===== src/rtl/cca_pkg.sv =====
// Shared constants, types and decode helpers of the counter array block.
// Assumes 8-bit registers on word-aligned APB byte addresses, low byte lane.
package cca_pkg;
  localparam int NUM_MODULES = 6;
  localparam int GUARD_MODULE = 5;
  localparam logic [7:0] OFF_COUNT_LOW = 8'h00;
  localparam logic [7:0] OFF_COUNT_HIGH = 8'h04;
  localparam logic [7:0] OFF_ARRAY_MODE = 8'h08;
  localparam logic [7:0] OFF_FLAGS = 8'h0c;
  localparam logic [7:0] OFF_WIDTH_CTRL = 8'h10;
  // Module n page is 0x20 + 0x10 * n
  localparam logic [3:0] MOD_PAGE_FIRST = 4'h2;
  localparam logic [3:0] MOD_PAGE_END = 4'h8;
  localparam logic [3:0] OFF_MOD_CTRL = 4'h0;
  localparam logic [3:0] OFF_MOD_CCR_LOW = 4'h4;
  localparam logic [3:0] OFF_MOD_CCR_HIGH = 4'h8;
  localparam int MODE_IDLE_SUSPEND = 7;
  localparam int MODE_GUARD_EN = 6;
  localparam int MODE_TB_LSB = 1;
  localparam int MODE_OVF_IRQ_EN = 0;
  localparam int WIDTH_ARSEL = 7;
  localparam int WIDTH_POVF_IRQ_EN = 5;
  localparam int FLAG_FULL_OVF = 0;
  localparam int FLAG_PART_OVF = 1;
  localparam int FLAG_MOD_LSB = 2;
  localparam logic [7:0] ARRAY_MODE_RESET = 8'h40;
  localparam logic [7:0] WIDTH_CTRL_RESET = 8'h00;
  localparam logic [7:0] MOD_CTRL_RESET = 8'h00;
  localparam logic [3:0] PRESCALE_LAST = 4'hb;
  localparam logic [1:0] QUARTER_LAST = 2'h3;

  typedef enum logic [2:0] {
    TB_DIV12 = 3'h0, TB_DIV4 = 3'h1, TB_TIMER0 = 3'h2, TB_EXT_EDGE = 3'h3,
    TB_SYS = 3'h4, TB_OSC_DIV8 = 3'h5
  } timebase_t;

  typedef enum logic [6:0] {
    MODE_OFF = 7'h01, MODE_CAPTURE = 7'h02, MODE_SWTIMER = 7'h04, MODE_HSO = 7'h08,
    MODE_FREQ = 7'h10, MODE_PWM_N = 7'h20, MODE_PWM16 = 7'h40
  } mode_t;

  typedef struct packed {
    logic pwm16;
    logic ecom;
    logic capp;
    logic capn;
    logic mat;
    logic tog;
    logic pwm;
    logic irq_en;
  } module_ctrl_t;

  typedef struct packed {
    logic step;
    logic full_ovf;
    logic part_ovf;
    logic [15:0] value;
  } count_bus_t;

  function automatic mode_t decode_mode(input module_ctrl_t c);
    if (c.pwm && !c.capp && !c.capn && !c.tog)
      return c.pwm16 ? MODE_PWM16 : MODE_PWM_N;
    if (c.pwm && c.tog && !c.capn && !c.mat)
      return MODE_FREQ;
    if (c.mat && !c.pwm && !c.capp && !c.capn)
      return c.tog ? MODE_HSO : MODE_SWTIMER;
    if (!c.mat && !c.tog && !c.pwm && (c.capp || c.capn))
      return MODE_CAPTURE;
    return MODE_OFF;
  endfunction : decode_mode

  function automatic logic [15:0] width_mask(input logic [1:0] sel);
    case (sel)
      2'h0: return 16'h00ff;
      2'h1: return 16'h01ff;
      2'h2: return 16'h03ff;
      default: return 16'h07ff;
    endcase
  endfunction : width_mask
endpackage : cca_pkg


===== src/rtl/counter_array_capture_compare.sv =====
// Counter array: shared 16-bit counter, timebase, event flags, six modules.
// Assumes an APB master on pclk; pins arrive unsynchronised, timer0_overflow on pclk.
`timescale 1ns/1ns
module counter_array_capture_compare (
  // APB slave
  input wire logic pclk,
  input wire logic presetn,
  input wire logic psel,
  input wire logic penable,
  input wire logic pwrite,
  input wire logic [7:0] paddr,
  input wire logic [31:0] pwdata,
  output logic [31:0] prdata,
  output logic pready,
  output logic pslverr,
  // Count sources and processor state
  input wire logic cpu_idle,
  input wire logic timer0_overflow,
  input wire logic ext_count_input,
  input wire logic ext_osc_div8,
  // Module pins and interrupt
  input wire logic [5:0] module_io_in,
  output logic [5:0] module_io_out,
  output logic [5:0] module_io_oe,
  output logic irq
);
  logic [15:0] count_reg;
  logic [7:0] snap_reg;
  logic [7:0] mode_reg;
  logic [7:0] width_reg;
  logic [7:0] flags_reg;
  cca_pkg::module_ctrl_t ctrl_reg [cca_pkg::NUM_MODULES];
  logic [3:0] presc_reg;
  logic ext_s1_reg;
  logic ext_s2_reg;
  logic ext_prev_reg;
  logic osc_s1_reg;
  logic osc_s2_reg;
  logic osc_prev_reg;
  logic [5:0] io_s1_reg;
  logic [5:0] io_s2_reg;
  logic step_reg;
  logic full_ovf_reg;
  logic part_ovf_reg;
  logic irq_reg;
  logic pready_reg;
  logic pslverr_reg;
  logic [31:0] prdata_reg;
  logic tick;
  logic run;
  logic setup;
  logic acc_wr;
  logic cnt_wr;
  logic guard_on;
  logic rd_ok;
  logic [7:0] rd_data;
  logic [7:0] flags_next;
  logic [7:0] flags_clr;
  logic [7:0] irq_src;
  logic [15:0] part_mask;
  logic [15:0] mod_word;
  cca_pkg::timebase_t tb;
  cca_pkg::count_bus_t cbus;
  logic [15:0] ccr_w [cca_pkg::NUM_MODULES];
  logic [15:0] reload_w [cca_pkg::NUM_MODULES];
  logic [5:0] mod_event;
  logic [5:0] wr_low;
  logic [5:0] wr_high;
  logic [5:0] arsel;
  logic [5:0] mod_ien;
  logic [2:0] mod_idx;
  logic [3:0] mod_reg;
  logic mod_hit;
  logic hit_lo;
  logic hit_hi;
  logic hit_mode;
  logic hit_flags;
  logic hit_width;

  assign setup = psel && !penable;
  assign acc_wr = psel && penable && pwrite && pready_reg;
  assign guard_on = mode_reg[cca_pkg::MODE_GUARD_EN];
  assign tb = cca_pkg::timebase_t'(mode_reg[cca_pkg::MODE_TB_LSB +: 3]);
  assign hit_lo = paddr == cca_pkg::OFF_COUNT_LOW;
  assign hit_hi = paddr == cca_pkg::OFF_COUNT_HIGH;
  assign hit_mode = paddr == cca_pkg::OFF_ARRAY_MODE;
  assign hit_flags = paddr == cca_pkg::OFF_FLAGS;
  assign hit_width = paddr == cca_pkg::OFF_WIDTH_CTRL;
  assign mod_reg = paddr[3:0];
  assign mod_idx = 3'(paddr[7:4] - cca_pkg::MOD_PAGE_FIRST);
  assign mod_hit = paddr[7:4] >= cca_pkg::MOD_PAGE_FIRST && paddr[7:4] < cca_pkg::MOD_PAGE_END
    && paddr[1:0] == 2'h0 && paddr[3:2] != 2'h3;
  assign cnt_wr = acc_wr && (hit_lo || hit_hi);
  assign part_mask = cca_pkg::width_mask(width_reg[1:0]);
  assign cbus = '{step: step_reg, full_ovf: full_ovf_reg, part_ovf: part_ovf_reg, value: count_reg};
  assign prdata = prdata_reg;
  assign pready = pready_reg;
  assign pslverr = pslverr_reg;
  assign irq = irq_reg;

  // Read mux; reserved register bits read back as written, unmapped words read as zero
  always_comb
  begin
    rd_data = 8'h00;
    rd_ok = 1'b1;
    mod_word = arsel[mod_idx] ? reload_w[mod_idx] : ccr_w[mod_idx];
    if (hit_lo)
      rd_data = count_reg[7:0];
    else if (hit_hi)
      rd_data = snap_reg;
    else if (hit_mode)
      rd_data = mode_reg;
    else if (hit_flags)
      rd_data = flags_reg;
    else if (hit_width)
      rd_data = width_reg;
    else if (mod_hit)
    begin
      if (mod_reg == cca_pkg::OFF_MOD_CTRL)
        rd_data = ctrl_reg[mod_idx];
      else if (mod_reg == cca_pkg::OFF_MOD_CCR_LOW)
        rd_data = mod_word[7:0];
      else
        rd_data = mod_word[15:8];
    end
    else
      rd_ok = 1'b0;
  end

  // Zero-wait slave: read data and error captured in the setup cycle
  always_ff @(posedge pclk or negedge presetn)
  begin
    if (!presetn)
    begin
      pready_reg <= 1'b0;
      pslverr_reg <= 1'b0;
      prdata_reg <= 32'h00000000;
      snap_reg <= 8'h00;
    end
    else
    begin
      pready_reg <= setup;
      pslverr_reg <= setup && !rd_ok;
      if (setup && !pwrite)
        prdata_reg <= {24'h000000, rd_data};
      if (setup && !pwrite && hit_lo)
        snap_reg <= count_reg[15:8];
    end
  end

  // Pin synchronisers and edge history
  always_ff @(posedge pclk or negedge presetn)
  begin
    if (!presetn)
    begin
      ext_s1_reg <= 1'b0;
      ext_s2_reg <= 1'b0;
      ext_prev_reg <= 1'b0;
      osc_s1_reg <= 1'b0;
      osc_s2_reg <= 1'b0;
      osc_prev_reg <= 1'b0;
      io_s1_reg <= 6'h00;
      io_s2_reg <= 6'h00;
    end
    else
    begin
      ext_s1_reg <= ext_count_input;
      ext_s2_reg <= ext_s1_reg;
      ext_prev_reg <= ext_s2_reg;
      osc_s1_reg <= ext_osc_div8;
      osc_s2_reg <= osc_s1_reg;
      osc_prev_reg <= osc_s2_reg;
      io_s1_reg <= module_io_in;
      io_s2_reg <= io_s1_reg;
    end
  end

  always_ff @(posedge pclk or negedge presetn)
  begin
    if (!presetn)
      presc_reg <= 4'h0;
    else if (presc_reg == cca_pkg::PRESCALE_LAST)
      presc_reg <= 4'h0;
    else
      presc_reg <= presc_reg + 4'h1;
  end

  always_comb
  begin
    case (tb)
      cca_pkg::TB_DIV12: tick = presc_reg == cca_pkg::PRESCALE_LAST;
      cca_pkg::TB_DIV4: tick = presc_reg[1:0] == cca_pkg::QUARTER_LAST;
      cca_pkg::TB_TIMER0: tick = timer0_overflow;
      cca_pkg::TB_EXT_EDGE: tick = ext_prev_reg && !ext_s2_reg;
      cca_pkg::TB_SYS: tick = 1'b1;
      cca_pkg::TB_OSC_DIV8: tick = osc_s2_reg && !osc_prev_reg;
      default: tick = 1'b0;
    endcase
  end

  assign run = tick && !(cpu_idle && mode_reg[cca_pkg::MODE_IDLE_SUSPEND]);

  // Counter; reads never touch it, software writes take priority
  always_ff @(posedge pclk or negedge presetn)
  begin
    if (!presetn)
      count_reg <= 16'h0000;
    else if (acc_wr && hit_lo)
      count_reg[7:0] <= pwdata[7:0];
    else if (acc_wr && hit_hi)
      count_reg[15:8] <= pwdata[7:0];
    else if (run)
      count_reg <= count_reg + 16'h0001;
  end

  always_ff @(posedge pclk or negedge presetn)
  begin
    if (!presetn)
    begin
      step_reg <= 1'b0;
      full_ovf_reg <= 1'b0;
      part_ovf_reg <= 1'b0;
    end
    else
    begin
      step_reg <= run && !cnt_wr;
      full_ovf_reg <= run && !cnt_wr && count_reg == 16'hffff;
      part_ovf_reg <= run && !cnt_wr && (count_reg & part_mask) == part_mask;
    end
  end

  // Flags: software clears by writing zero, a same-cycle event wins
  assign flags_clr = (acc_wr && hit_flags) ? ~pwdata[7:0] : 8'h00;
  assign flags_next = (flags_reg & ~flags_clr) | {mod_event, part_ovf_reg, full_ovf_reg};
  assign irq_src = flags_reg & {mod_ien, width_reg[cca_pkg::WIDTH_POVF_IRQ_EN],
    mode_reg[cca_pkg::MODE_OVF_IRQ_EN]};

  always_ff @(posedge pclk or negedge presetn)
  begin
    if (!presetn)
    begin
      flags_reg <= 8'h00;
      irq_reg <= 1'b0;
    end
    else
    begin
      flags_reg <= flags_next;
      irq_reg <= |irq_src;
    end
  end

  // While the guard is on only the guard bit of the mode register changes
  always_ff @(posedge pclk or negedge presetn)
  begin
    if (!presetn)
      mode_reg <= cca_pkg::ARRAY_MODE_RESET;
    else if (acc_wr && hit_mode && guard_on)
      mode_reg[cca_pkg::MODE_GUARD_EN] <= pwdata[cca_pkg::MODE_GUARD_EN];
    else if (acc_wr && hit_mode)
      mode_reg <= pwdata[7:0];
  end

  always_ff @(posedge pclk or negedge presetn)
  begin
    if (!presetn)
      width_reg <= cca_pkg::WIDTH_CTRL_RESET;
    else if (acc_wr && hit_width)
      width_reg <= pwdata[7:0];
  end

  for (genvar i = 0; i < cca_pkg::NUM_MODULES; i++)
  begin : g_mod
    logic sel;
    logic locked;
    assign sel = acc_wr && mod_hit && mod_idx == 3'(i);
    assign locked = guard_on && i == cca_pkg::GUARD_MODULE;
    assign wr_low[i] = sel && !locked && mod_reg == cca_pkg::OFF_MOD_CCR_LOW;
    assign wr_high[i] = sel && !locked && mod_reg == cca_pkg::OFF_MOD_CCR_HIGH;
    assign mod_ien[i] = ctrl_reg[i].irq_en;
    assign arsel[i] = width_reg[cca_pkg::WIDTH_ARSEL] && width_reg[1:0] != 2'h0
      && cca_pkg::decode_mode(ctrl_reg[i]) == cca_pkg::MODE_PWM_N;

    // Low byte write disarms the comparator, high byte write arms it
    always_ff @(posedge pclk or negedge presetn)
    begin
      if (!presetn)
        ctrl_reg[i] <= cca_pkg::module_ctrl_t'(cca_pkg::MOD_CTRL_RESET);
      else if (sel && !locked && mod_reg == cca_pkg::OFF_MOD_CTRL)
        ctrl_reg[i] <= cca_pkg::module_ctrl_t'(pwdata[7:0]);
      else if (wr_low[i])
        ctrl_reg[i].ecom <= 1'b0;
      else if (wr_high[i])
        ctrl_reg[i].ecom <= 1'b1;
    end

    capture_compare_unit u_unit (
      .pclk(pclk),
      .presetn(presetn),
      .cnt(cbus),
      .ctrl(ctrl_reg[i]),
      .width_sel(width_reg[1:0]),
      .wr_low(wr_low[i]),
      .wr_high(wr_high[i]),
      .to_reload(arsel[i]),
      .wdata(pwdata[7:0]),
      .io_in(io_s2_reg[i]),
      .ccr(ccr_w[i]),
      .reload(reload_w[i]),
      .event_pulse(mod_event[i]),
      .io_out(module_io_out[i]),
      .io_oe(module_io_oe[i])
    );
  end

  a_snapshot_latch: assert property (@(posedge pclk) disable iff (!presetn)
    setup && !pwrite && hit_lo |=> snap_reg == $past(count_reg[15:8]) && prdata_reg[7:0] == $past(count_reg[7:0]))
    else $error("snapshot does not match counter at low byte read");
  a_read_no_stall: assert property (@(posedge pclk) disable iff (!presetn)
    run && !cnt_wr |=> count_reg == $past(count_reg) + 16'h0001)
    else $error("counter did not advance on a tick");
  a_div12_rate: assert property (@(posedge pclk) disable iff (!presetn)
    tb == cca_pkg::TB_DIV12 && tick |=> (presc_reg != cca_pkg::PRESCALE_LAST) [*8] ##4 presc_reg == cca_pkg::PRESCALE_LAST)
    else $error("divide by twelve period wrong");
  a_ext_edge: assert property (@(posedge pclk) disable iff (!presetn)
    tb == cca_pkg::TB_EXT_EDGE && $past(ext_count_input, 3) && !$past(ext_count_input, 2) |-> tick)
    else $error("falling edge on external input not counted");
  a_osc_sync: assert property (@(posedge pclk) disable iff (!presetn)
    tb == cca_pkg::TB_OSC_DIV8 && tick |-> $past(ext_osc_div8, 2) && !$past(ext_osc_div8, 3))
    else $error("oscillator tick without synchronised rising edge");
  a_full_ovf_flag: assert property (@(posedge pclk) disable iff (!presetn)
    run && !cnt_wr && count_reg == 16'hffff |=> count_reg == 16'h0000 ##1 flags_reg[cca_pkg::FLAG_FULL_OVF])
    else $error("wrap did not set overflow flag");
  a_ovf_irq_gate: assert property (@(posedge pclk) disable iff (!presetn)
    !mode_reg[cca_pkg::MODE_OVF_IRQ_EN] && flags_reg[7:1] == 7'h00 |=> !irq_reg)
    else $error("overflow interrupt while disabled");
  a_flag_sticky: assert property (@(posedge pclk) disable iff (!presetn)
    flags_reg[cca_pkg::FLAG_FULL_OVF] && !(acc_wr && hit_flags) |=> flags_reg[cca_pkg::FLAG_FULL_OVF])
    else $error("overflow flag cleared without software write");
  a_idle_freeze: assert property (@(posedge pclk) disable iff (!presetn)
    cpu_idle && mode_reg[cca_pkg::MODE_IDLE_SUSPEND] && !cnt_wr |=> $stable(count_reg))
    else $error("counter moved while suspended in idle");
  a_part_ovf_flag: assert property (@(posedge pclk) disable iff (!presetn)
    run && !cnt_wr && (count_reg & part_mask) == part_mask |=> ##1 flags_reg[cca_pkg::FLAG_PART_OVF])
    else $error("partial wrap did not set flag");
  a_event_irq: assert property (@(posedge pclk) disable iff (!presetn)
    flags_reg[cca_pkg::FLAG_MOD_LSB] && ctrl_reg[0].irq_en |=> irq_reg)
    else $error("module event with enable raised no interrupt");
  a_guard_lock: assert property (@(posedge pclk) disable iff (!presetn)
    acc_wr && guard_on && mod_hit && mod_idx == 3'h5 && mod_reg == cca_pkg::OFF_MOD_CTRL |=> $stable(ctrl_reg[5]))
    else $error("guarded module written while guard on");
  c_full_wrap: cover property (@(posedge pclk) disable iff (!presetn) full_ovf_reg);
  c_guard_off: cover property (@(posedge pclk) disable iff (!presetn) $fell(guard_on));
  c_irq_rise: cover property (@(posedge pclk) disable iff (!presetn) $rose(irq_reg));
endmodule : counter_array_capture_compare


===== src/rtl/capture_compare_unit.sv =====
// One capture/compare module working against the shared counter.
// Assumes io_in is already synchronised and the cnt step and overflow fields are one-cycle pulses.
`timescale 1ns/1ns
module capture_compare_unit (
  // Clock and reset
  input wire logic pclk,
  input wire logic presetn,
  // Shared counter and configuration
  input wire cca_pkg::count_bus_t cnt,
  input wire cca_pkg::module_ctrl_t ctrl,
  input wire logic [1:0] width_sel,
  // Register writes
  input wire logic wr_low,
  input wire logic wr_high,
  input wire logic to_reload,
  input wire logic [7:0] wdata,
  // Pin and results
  input wire logic io_in,
  output logic [15:0] ccr,
  output logic [15:0] reload,
  output logic event_pulse,
  output logic io_out,
  output logic io_oe
);
  cca_pkg::mode_t mode;
  logic [15:0] ccr_reg;
  logic [15:0] reload_reg;
  logic [15:0] mask;
  logic io_prev_reg;
  logic io_out_reg;
  logic io_oe_reg;
  logic event_reg;
  logic full_hit;
  logic part_hit;
  logic low_hit;
  logic edge_hit;

  assign mode = cca_pkg::decode_mode(ctrl);
  assign mask = cca_pkg::width_mask(width_sel);
  // Comparator only runs with ecom set
  assign full_hit = cnt.step && ctrl.ecom && cnt.value == ccr_reg;
  assign part_hit = cnt.step && ctrl.ecom && ((cnt.value ^ ccr_reg) & mask) == 16'h0000;
  assign low_hit = cnt.step && ctrl.ecom && cnt.value[7:0] == ccr_reg[7:0];
  assign edge_hit = (ctrl.capp && io_in && !io_prev_reg) || (ctrl.capn && !io_in && io_prev_reg);
  assign ccr = ccr_reg;
  assign reload = reload_reg;
  assign event_pulse = event_reg;
  assign io_out = io_out_reg;
  assign io_oe = io_oe_reg;

  always_ff @(posedge pclk or negedge presetn)
  begin
    if (!presetn)
      ccr_reg <= 16'h0000;
    else if (wr_low && !to_reload)
      ccr_reg[7:0] <= wdata;
    else if (wr_high && !to_reload)
      ccr_reg[15:8] <= wdata;
    else
      case (mode)
        cca_pkg::MODE_CAPTURE: if (edge_hit) ccr_reg <= cnt.value;
        cca_pkg::MODE_FREQ: if (low_hit) ccr_reg[7:0] <= ccr_reg[7:0] + ccr_reg[15:8];
        cca_pkg::MODE_PWM_N:
          if (cnt.part_ovf)
          begin
            if (width_sel == 2'h0)
              ccr_reg[7:0] <= ccr_reg[15:8];
            else
              ccr_reg <= reload_reg;
          end
        default: ccr_reg <= ccr_reg;
      endcase
  end

  always_ff @(posedge pclk or negedge presetn)
  begin
    if (!presetn)
      reload_reg <= 16'h0000;
    else if (wr_low && to_reload)
      reload_reg[7:0] <= wdata;
    else if (wr_high && to_reload)
      reload_reg[15:8] <= wdata;
  end

  always_ff @(posedge pclk or negedge presetn)
  begin
    if (!presetn)
    begin
      io_prev_reg <= 1'b0;
      event_reg <= 1'b0;
    end
    else
    begin
      io_prev_reg <= io_in;
      case (mode)
        cca_pkg::MODE_CAPTURE: event_reg <= edge_hit;
        cca_pkg::MODE_SWTIMER, cca_pkg::MODE_HSO: event_reg <= full_hit;
        cca_pkg::MODE_PWM_N: event_reg <= part_hit && ctrl.mat;
        cca_pkg::MODE_PWM16: event_reg <= full_hit && ctrl.mat;
        default: event_reg <= 1'b0;
      endcase
    end
  end

  always_ff @(posedge pclk or negedge presetn)
  begin
    if (!presetn)
    begin
      io_out_reg <= 1'b0;
      io_oe_reg <= 1'b0;
    end
    else
    begin
      io_oe_reg <= mode inside {cca_pkg::MODE_HSO, cca_pkg::MODE_FREQ, cca_pkg::MODE_PWM_N, cca_pkg::MODE_PWM16};
      case (mode)
        cca_pkg::MODE_HSO: io_out_reg <= io_out_reg ^ full_hit;
        cca_pkg::MODE_FREQ: io_out_reg <= io_out_reg ^ low_hit;
        cca_pkg::MODE_PWM_N:
          if (!ctrl.ecom || (cnt.part_ovf && !part_hit))
            io_out_reg <= 1'b0;
          else if (part_hit)
            io_out_reg <= 1'b1;
        cca_pkg::MODE_PWM16:
          if (!ctrl.ecom || (cnt.full_ovf && !full_hit))
            io_out_reg <= 1'b0;
          else if (full_hit)
            io_out_reg <= 1'b1;
        default: io_out_reg <= io_out_reg;
      endcase
    end
  end

  a_capture_load: assert property (@(posedge pclk) disable iff (!presetn)
    mode == cca_pkg::MODE_CAPTURE && edge_hit && !wr_low && !wr_high
    |=> ccr_reg == $past(cnt.value) && event_reg)
    else $error("capture did not load counter and flag");
  a_pwm_off_low: assert property (@(posedge pclk) disable iff (!presetn)
    (mode == cca_pkg::MODE_PWM_N || mode == cca_pkg::MODE_PWM16) && !ctrl.ecom |=> !io_out_reg)
    else $error("pwm output high with comparator off");
  c_pwm_cycle: cover property (@(posedge pclk) disable iff (!presetn)
    mode == cca_pkg::MODE_PWM_N && $rose(io_out_reg));
endmodule : capture_compare_unit


===== config.mk =====
export PLATFORM = sky130hd
export DESIGN_NAME = counter_array_capture_compare
export DESIGN_NICKNAME = d
export VERILOG_FILES = /design/src/rtl/cca_pkg.sv /design/src/rtl/counter_array_capture_compare.sv /design/src/rtl/capture_compare_unit.sv
export SDC_FILE = /design/constraint.sdc
export NUM_CORES = 1
export LEC_CHECK = 0
export BUFFER_PORTS_ARGS = -buffer_cell sky130_fd_sc_hd__buf_2
export CORE_MARGIN = 4
export CORE_UTILIZATION = 39
export DETAILED_ROUTE_END_ITERATION = 8
export MAX_ROUTING_LAYER = met4
export PLACE_DENSITY = 0.65
export SKIP_LAST_GASP = 1
export SYNTH_ARGS = -nofsm -noshare
export SYNTH_HDL_FRONTEND = slang
export SYNTH_SLANG_ARGS = --single-unit

===== constraint.sdc =====
create_clock -name pclk -period 3.1 [get_ports pclk]
set_clock_uncertainty 0.1 [all_clocks]
set_input_delay 0 -clock pclk [delete_from_list [all_inputs] [get_ports pclk]]
set_output_delay 0 -clock pclk [all_outputs]
set_load 0.05 [all_outputs]

After elaboration in Yosys (flattened, before gate mapping):

Index checks and enable logic that the tools add are counted.

* input bits: 55
* flip-flop bits (word level): 348
* output and inout port bits: 47

* $add $sub $neg: 9
* magnitude comparators: 4
* reductions and logical operators: 398
* bitwise gates (word level): 45
* equality and inequality tests: 126
* multiplexer cells: 270

Operator list (count)
* $mux 8: 50
* $mux 7: 55
* $mux 16: 18
* $logic_and 1x1->1: 225
* $pmux 8 s3: 6
* $eq 16x16->1: 7
* $mux 1: 110
* $and 16x11->16: 6
* $bmux 16 s3: 2
* $logic_not 16->1: 6
* $pmux 8 s2: 6
* $xor 16x16->16: 6
* $logic_not 1->1: 74
* $ne 3x1->1 const B: 24
* $ne 3x2->1 const B: 24
* $reduce_and 5->1: 12
* $add 8x8->8: 6
* $eq 8x8->1: 6
* $pmux 1 s4: 12
* $reduce_bool 4->1: 12
* $eq 7x2->1 const B: 6
* $eq 7x3->1 const B: 6
* $eq 7x4->1 const B: 6
* $eq 7x5->1 const B: 6
* other kinds (45): 161

Longest topological paths before layout:

Gate-level depths: netlist (run 1).

* word-level depth: 28
* mapped depth: 11

Modules after synthesis:

Synthesis (run 1) repeated with hierarchy kept, for this count alone.

* cell total of the unflattened synthesis: 2506
* area, all modules: 23565.1 µm²

Modules (own cells, without submodules)
* capture_compare_unit (g_mod[0].u_unit ...): seq. area each 900.9 µm², cells each 276, instances 4, area each 2497.4 µm²
* counter_array_capture_compare: seq. area each 3304.4 µm², cells each 863, instances 1, area each 8579.5 µm²
* capture_compare_unit (g_mod[4].u_unit): seq. area each 900.9 µm², cells each 272, instances 1, area each 2506.2 µm²
* capture_compare_unit (g_mod[5].u_unit): seq. area each 900.9 µm², cells each 267, instances 1, area each 2489.9 µm²

Worst setup path after synthesis (run 1):

Ideal clock, no wire load.

* kind: reg-to-reg
* start: register pready_reg (netlist: pready)
* end: register g_mod[5].u_unit.ccr_reg[10]
* arrival time: 2587 ps
* setup time: 125 ps
* stages on the path, launching flop included: 7
* setup slack: 289 ps
* buffers on the path: 1
* cell sequence: dfrtp_1 -> nand4_1 -> or4_1 -> nor3_4 -> clkbuf_1 -> o21ai_0 -> mux2_2

* word-level cells in the longest chain between the ends: 8
* elaborated cells between the ends (all ways): 15
* those cells by class: eq/ne (3); mux (1); bitwise (1); reduce/logical (10)

Ends and longest elaborated chain
* from (decl): RTL line counter_array_capture_compare.sv:46 `logic pready_reg;`
* from (signal assigned): RTL line counter_array_capture_compare.sv:142 `pready_reg <= setup;`
* $logic_and 1x1->1 *: RTL line counter_array_capture_compare.sv:81 `assign acc_wr = psel && penable && pwrite && pready_reg;`
* $logic_and 1x1->1 * (2 in series): RTL line counter_array_capture_compare.sv:275 `assign sel = acc_wr && mod_hit && mod_idx == 3'(i);`
* $logic_and 1x1->1 *: RTL line counter_array_capture_compare.sv:277, counter_array_capture_compare.sv:278
* $logic_and 1x1->1 (on tied branches): RTL line counter_array_capture_compare.sv:278, counter_array_capture_compare.sv:277
* $logic_and 1x1->1 (on tied branches): RTL line capture_compare_unit.sv:57, capture_compare_unit.sv:55
* $ne 3x1->1 (no source line), or another cell as far along
* $reduce_and 5->1 (no source line)
* to (signal assigned): RTL line capture_compare_unit.sv:58 `ccr_reg[15:8] <= wdata;`
* to (signal assigned): RTL line capture_compare_unit.sv:61 `cca_pkg::MODE_CAPTURE: if (edge_hit) ccr_reg <= cnt.value;`
* to (signal assigned): RTL line capture_compare_unit.sv:69 `ccr_reg <= reload_reg;`
* to (decl): RTL line capture_compare_unit.sv:26 `logic [15:0] ccr_reg;`

Mark *: on every way between the ends. The rest lies on a longest branch, timed or not.
A chain may end at the register's enable or synchronous reset.

Final worst setup path (run 1):

* start: register count_reg[2]
* end: register g_mod[5].u_unit.ccr_reg[5]

* word-level cells in the longest chain between the ends: 4

Ends and longest elaborated chain
* from (decl): RTL line counter_array_capture_compare.sv:27 `logic [15:0] count_reg;`
* from (signal assigned): RTL line counter_array_capture_compare.sv:209 `count_reg[7:0] <= pwdata[7:0];`
* from (signal assigned): RTL line counter_array_capture_compare.sv:213 `count_reg <= count_reg + 16'h0001;`
* $eq 8x8->1: RTL line capture_compare_unit.sv:43 `assign low_hit = cnt.step && ctrl.ecom && cnt.value[7:0] == ccr_reg[7:0];`
* $logic_and 1x1->1: RTL line capture_compare_unit.sv:43
* $ne 3x1->1 (no source line)
* $reduce_and 5->1 (no source line)
* to (signal assigned): RTL line capture_compare_unit.sv:56 `ccr_reg[7:0] <= wdata;`
* to (signal assigned): RTL line capture_compare_unit.sv:61
* to (signal assigned): RTL line capture_compare_unit.sv:62 `cca_pkg::MODE_FREQ: if (low_hit) ccr_reg[7:0] <= ccr_reg[7:0] + ccr_reg[15:8];`

Every way passes these cells.

==> results.sh, run 1 <==
export IMPL_grt_max_degree=106
export IMPL_drive_gt1_frac=0.224
export IMPL_synthFlopType="dfrtp_1"
export IMPL_yosysSeqAreaShare=0.369
export IMPL_antenna_found_initial=2
export IMPL_gp_congestion=1.05
export IMPL_p_leak_nw=11.9
export IMPL_dp_cells=3388
export IMPL_htreeDepth=2
export IMPL_rr_startpoint="count_reg[2]"
export IMPL_cp_required_ns=3.45
export IMPL_synth_cells=2555
export IMPL_ant_nets=0
export IMPL_cts_tree="built"
export IMPL_ff2ff_setup_slack_ns=0.13
export IMPL_numClockSinks=348
export IMPL_setup_viol=0
export IMPL_power_density_nw_per_um2=437
export IMPL_min_path_type="in -> async"
export IMPL_setup_slack_ns=0.127
export IMPL_grt_pass1_wl_mm=147
export IMPL_ir_drop_mv=0.384
export IMPL_top_level_ports=102
export IMPL_yosysWarnings=0
export IMPL_drtIter0Drc=2695
export IMPL_maxCapViolations=0
export IMPL_r2r_cells=10
export IMPL_drtPass1Iterations=6
export IMPL_die_height_um=254
export IMPL_grtUsageTotal=0.319
export IMPL_grt_ovfl_total=0
export IMPL_post_drt_wl_per_cell_um=29.1
export IMPL_fin_util=0.460
export IMPL_worstReg2RegEnd="g_mod[5].u_unit.ccr[5]"
export IMPL_dp_slack_ns=-0.0992
export IMPL_rsz0062_at_grt="false"
export IMPL_fp_row_count=89
export IMPL_drv_slew=0
export IMPL_clk_pin_slew_ns=0.07
export IMPL_areaGrowthSynthToFinish_pct=16.0
export IMPL_synth_cell_type_count=98
export IMPL_tightestPinTransition_ns=1.29
export IMPL_worst_hold_slack_ns=0.00123
export IMPL_viasPerCell=6.35
export IMPL_crit_fanout=16
export IMPL_route_detailed_drc=0
export IMPL_post_dp_hpwl_mm=75.7
export IMPL_hold_viol=0
export IMPL_synth_area_per_cell_um2=9.23
export IMPL_root_buffer="clkbuf_16"
export IMPL_dieArea_um2=64500
export IMPL_cts_buffers=43
export IMPL_netlist_area_um2=23600
export IMPL_port_buffers=53
export IMPL_start_kind="flop"
export IMPL_dr_total_vias=22200
export IMPL_clk_latency_ns=0.59
export IMPL_critPathLaunch="count_reg[2]"
export IMPL_clock_fmax_mhz=336
export IMPL_instances_no_fill=3497
export IMPL_async_reset_ff_frac=1.00
export IMPL_initial_core_util=0.397
export IMPL_relSlewSlack=0.140
export IMPL_nNetsFinal=2798
export IMPL_arrival_ns=3.32
export IMPL_endpoint_kind="flop"
export IMPL_grt_pass1_vias=21300
export IMPL_synth_edf_count=0
export IMPL_fin_crit_sh=0.959
export IMPL_die_w_um=254
export IMPL_outcome="finished, final reports clean"
export IMPL_synth_seq_cells=348
export IMPL_drt_total_wl_mm=102
export IMPL_coreArea_um2=59500
export IMPL_worstSetupPathType="reg -> reg"
export IMPL_post_route_min_period_ns=2.97
export IMPL_clockBufferDepth=3
## area by class of cell
type                    instances  area, um^2
fillers                      5674       32100
multi-input cells            1971       13800
flip-flops and latches        348        8710
repair buffers                294        2340
clock buffers                  58        1210
well taps                     773         967
clock inverters                16         180
inverters                      35         131
diodes                          2        5.00
## cell usage after synthesis (13+ instances only)
library cell	number	share of area
a21o_1	23	0.0073
a21oi_1	182	0.039
a221oi_1	21	0.0078
and3_1	14	0.0037
buf_2	39	0.0083
buf_4	38	0.012
clkbuf_1	133	0.021
dfrtp_1	347	0.37
ha_1	44	0.023
inv_1	33	0.0053
mux2_2	204	0.097
mux2i_1	110	0.047
mux4_2	20	0.019
nand2_1	320	0.051
nand2b_1	25	0.0066
nand3_1	41	0.0087
nand4_1	17	0.0045
nor2_1	143	0.023
nor2b_1	14	0.0037
nor3_1	35	0.0074
nor4_1	26	0.0069
o211ai_1	15	0.0048
o21ai_0	248	0.053
o221ai_1	13	0.0048
o22ai_1	20	0.0053
xnor2_1	43	0.016
xor2_1	103	0.038
## cell usage in the layout, fill, tap and decap left out, types with 12 or more instances in the layout
master	instances
nor2b_1	14
a221o_1	12
mux2i_1	110
clkbuf_16	44
inv_1	33
o221ai_1	13
nand2_1	320
o211ai_1	15
a221oi_1	21
nor3_1	35
mux2_2	204
nand3_1	41
o21ai_0	248
buf_12	14
ha_1	44
nand2b_1	25
buf_2	51
o22ai_1	20
buf_4	195
a21oi_1	182
a21o_1	23
mux4_2	20
dlygate4sd3_1	33
o31ai_1	12
dfrtp_1	346
nand4_1	17
xor2_1	103
and3_1	14
a211oi_1	12
nor2_1	142
conb_1	24
nor4_1	24
xnor2_1	43
a31oi_1	12
## worst max-delay path, stage by stage, from the launching register on
cell       delay (ns)
dfrtp_1          0.74
buf_4            0.27
xor2_1           0.08
nor4_1           0.32
buf_4            0.24
nand4_1          0.16
a2111oi_4        0.45
buf_12           0.20
o211ai_1         0.09
o21ai_0          0.08
o21ai_0          0.09
## per-layer routing
metal / vias to the layer above / GRT usage / routed length (um)
li1: 9526 / - / -
met1: 10900 / 0.425 / 41600
met2: 1430 / 0.473 / 44700
met3: 314 / 0.0558 / 9740
met4: 0 / 0.151 / 5900
met5: - / - / 0
## where the power goes
part           total [mW]  leakage (nW)  internal [mW]  switching [mW]
logic                1.95          6.75          0.755            1.19
registers            4.92          4.50           4.66           0.256
clock network        5.10         0.677           2.99            2.11
total                12.0          11.9           8.41            3.56
## cells by family after synthesis
family,share of synthesized area
xor+xnor,0.0542
buf+inv,0.0497
compound gates,0.185
mux,0.163
other cells,0.000159
flops,0.369
simple gates,0.150
fa+ha+maj,0.0284
## worst max-delay path by stage
stage / endpoint / cells after the start
finish: g_mod[5].u_unit.ccr[5] / 10
global route: g_mod[4].u_unit.ccr[6] / 7
CTS: g_mod[5].u_unit.ccr[5] / 10
detailed placement: g_mod[4].u_unit.ccr[12] / 7
global placement: g_mod[4].u_unit.ccr[12] / 7
floorplan: g_mod[5].u_unit.ccr[10] / 6
## per-stage QoR
step | setup TNS [ns] | total power [mW] | area (um^2)
after floorplan | 0 | 6.03 | 23700
after global placement | -0.509 | 6.83 | 25600
after detailed placement | -0.710 | 6.85 | 25600
after CTS | 0 | 12.0 | 27400
after global routing | 0 | 12.3 | 27400
final | 0 | 12.0 | 27400
## timing repair
action,CTS,global route
setup endpoints to repair,8,7
hold buffers,33,0
resized for setup,1,1
endpoints found under the hold margin,133,0
setup buffers,0,0
Power figures use the tool's default switching activity.
==> run 2, diff against run 1 <==
--- a/config.mk
+++ b/config.mk
@@ -7,10 +7,11 @@
 export LEC_CHECK = 0
 export BUFFER_PORTS_ARGS = -buffer_cell sky130_fd_sc_hd__buf_2
 export CORE_MARGIN = 4
-export CORE_UTILIZATION = 39
+export CORE_UTILIZATION = 50
+export CTS_CLUSTER_DIAMETER = 100
 export DETAILED_ROUTE_END_ITERATION = 8
 export MAX_ROUTING_LAYER = met4
-export PLACE_DENSITY = 0.65
+export PLACE_DENSITY = 0.77
 export SKIP_LAST_GASP = 1
 export SYNTH_ARGS = -nofsm -noshare
 export SYNTH_HDL_FRONTEND = slang
==> results.sh, run 2 (synthesized netlist as in run 1, its figures left out) <==
export IMPL_finalInstanceArea_um2=26900
export IMPL_top_level_ports=102
export IMPL_m1WireLength_mm=38.3
export IMPL_nNetsFinal=2772
export IMPL_cp_required_ns=3.45
export IMPL_final_cell_mix="dfrtp_1 (347), nand2_1 (320), o21ai_0 (248)"
export IMPL_port_buffers=53
export IMPL_clk_pin_slew_ns=0.06
export IMPL_root_buffer="clkbuf_16"
export IMPL_start_kind="flop"
export IMPL_hold_viol=0
export IMPL_worstSetupPathType="reg -> reg"
export IMPL_tightestPinTransition_ns=1.32
export IMPL_fin_util=0.578
export IMPL_post_route_min_period_ns=3.01
export IMPL_clockBufferDepth=3
export IMPL_wl_met2_mm=42.4
export IMPL_cts_buffers=41
export IMPL_min_path_type="in -> reg"
export IMPL_final_common_cell="dfrtp_1"
export IMPL_cts_tree="built"
export IMPL_rsz0062_at_grt="false"
export IMPL_power_density_nw_per_um2=443
export IMPL_fp_row_count=79
export IMPL_die_height_um=225
export IMPL_numClockSinks=348
export IMPL_drtIter0Drc=2964
export IMPL_top_layer="met4"
export IMPL_post_dp_cell_area_um2=25200
export IMPL_ir_drop_mv=0.552
export IMPL_setup_viol=0
export IMPL_post_dp_hpwl_mm=71.2
export IMPL_dp_slack_ns=0.176
export IMPL_dieArea_um2=50700
export IMPL_coreArea_um2=46600
export IMPL_drtPass1Iterations=7
export IMPL_maxCapViolations=0
export IMPL_drv_slew=0
export IMPL_fin_setup_tns_ns=0
export IMPL_drive_gt1_frac=0.217
export IMPL_fin_crit_sh=0.971
export IMPL_grtUsageTotal=0.389
export IMPL_grt_ovfl_total=0
export IMPL_arrival_ns=3.36
export IMPL_gp_congestion=1.06
export IMPL_htreeDepth=2
export IMPL_outcome="finished, final reports clean"
export IMPL_endpoint_kind="flop"
export IMPL_post_drt_wl_per_cell_um=29.7
export IMPL_cts_setup_buffers=0
export IMPL_setup_slack_ns=0.0895
export IMPL_clk_latency_ns=0.59
export IMPL_antenna_found_initial=1
export IMPL_drt_total_wl_mm=98.0
export IMPL_p_total_mw=11.9
export IMPL_ant_nets=0
export IMPL_dr_total_vias=22300
export IMPL_met3WireLength_mm=10.6
export IMPL_areaGrowthSynthToFinish_pct=14.1
export IMPL_relSlewSlack=0.122
export IMPL_p_leak_nw=11.8
export IMPL_viasPerCell=6.75
export IMPL_route_detailed_drc=0
export IMPL_grt_pass1_vias=21500
export IMPL_grt_pass1_wl_mm=142
export IMPL_clock_fmax_mhz=332
export IMPL_grt_max_degree=137
export IMPL_die_w_um=225
export IMPL_crit_fanout=7
export IMPL_initial_core_util=0.507
==> run 2: worst max-delay path: stages (launching register included) <==
cell,delay [ns]
dfrtp_1,0.40
and4_1,0.45
nand3_1,0.27
nor3_1,0.54
o21ai_1,0.40
nand3_2,0.24
buf_4,0.19
mux2i_1,0.18
o21ai_0,0.10
==> run 2: per-stage QoR <==
stage / std cells / hold slack [ns]
2_1_floorplan: 2578 / -0.396
3_3_place_gp: 3201 / -0.195
3_5_place_dp: 3201 / -0.196
4_1_cts: 3303 / 0.0128
5_1_grt: 3304 / 0.0450
6_report: 3304 / 0.0442
==> run 2: area by class of cell <==
cell class,count,area (um^2)
sequential,348,8710
clock buffer,56,1150
multi-input combinational,1971,13800
inverter,35,131
antenna,1,2.50
fill,4018,19600
timing repair buffer,270,2120
tap,607,759
clock inverter,16,230
==> run 2: metal layers <==
layer | up-vias | global-route usage
met5 | - | -
met4 | 0 | 0.200
met3 | 404 | 0.0784
met2 | 1541 | 0.568
met1 | 10900 | 0.516
li1 | 9441 | -
==> run 2: what timing repair did <==
item	CTS	global route
hold buffers	30	0
resized for setup	0	2
endpoints found under the setup margin	0	9
endpoints found under the hold margin	379	0
==> run 2: worst paths after layout <==
| kind | slack (ns) | cells after the start | endpoint | startpoint |
|---|---|---|---|---|
| max | 0.09 | 8 | g_mod[4].u_unit.ccr[2] | pready |
| max reg2reg | 0.09 | 8 | g_mod[4].u_unit.ccr[2] | pready |
| min | 0.04 | 2 | io_s1_reg[4] | module_io_in[4] |
| min in group asynchronous | 0.45 | 4 | ctrl_reg[43] | presetn |
| max in group asynchronous | 1.59 | 4 | g_mod[4].u_unit.ccr[2] | presetn |
| min reg2reg | 0.25 | 0 | io_s2_reg[4] | io_s1_reg[4] |
==> run 2: power by group <==
group	switching (mW)	internal (mW)	total [mW]	leakage, nW
logic	1.14	0.717	1.86	6.61
registers	0.285	4.66	4.95	4.50
clock network	2.08	3.03	5.11	0.666
total	3.51	8.40	11.9	11.8
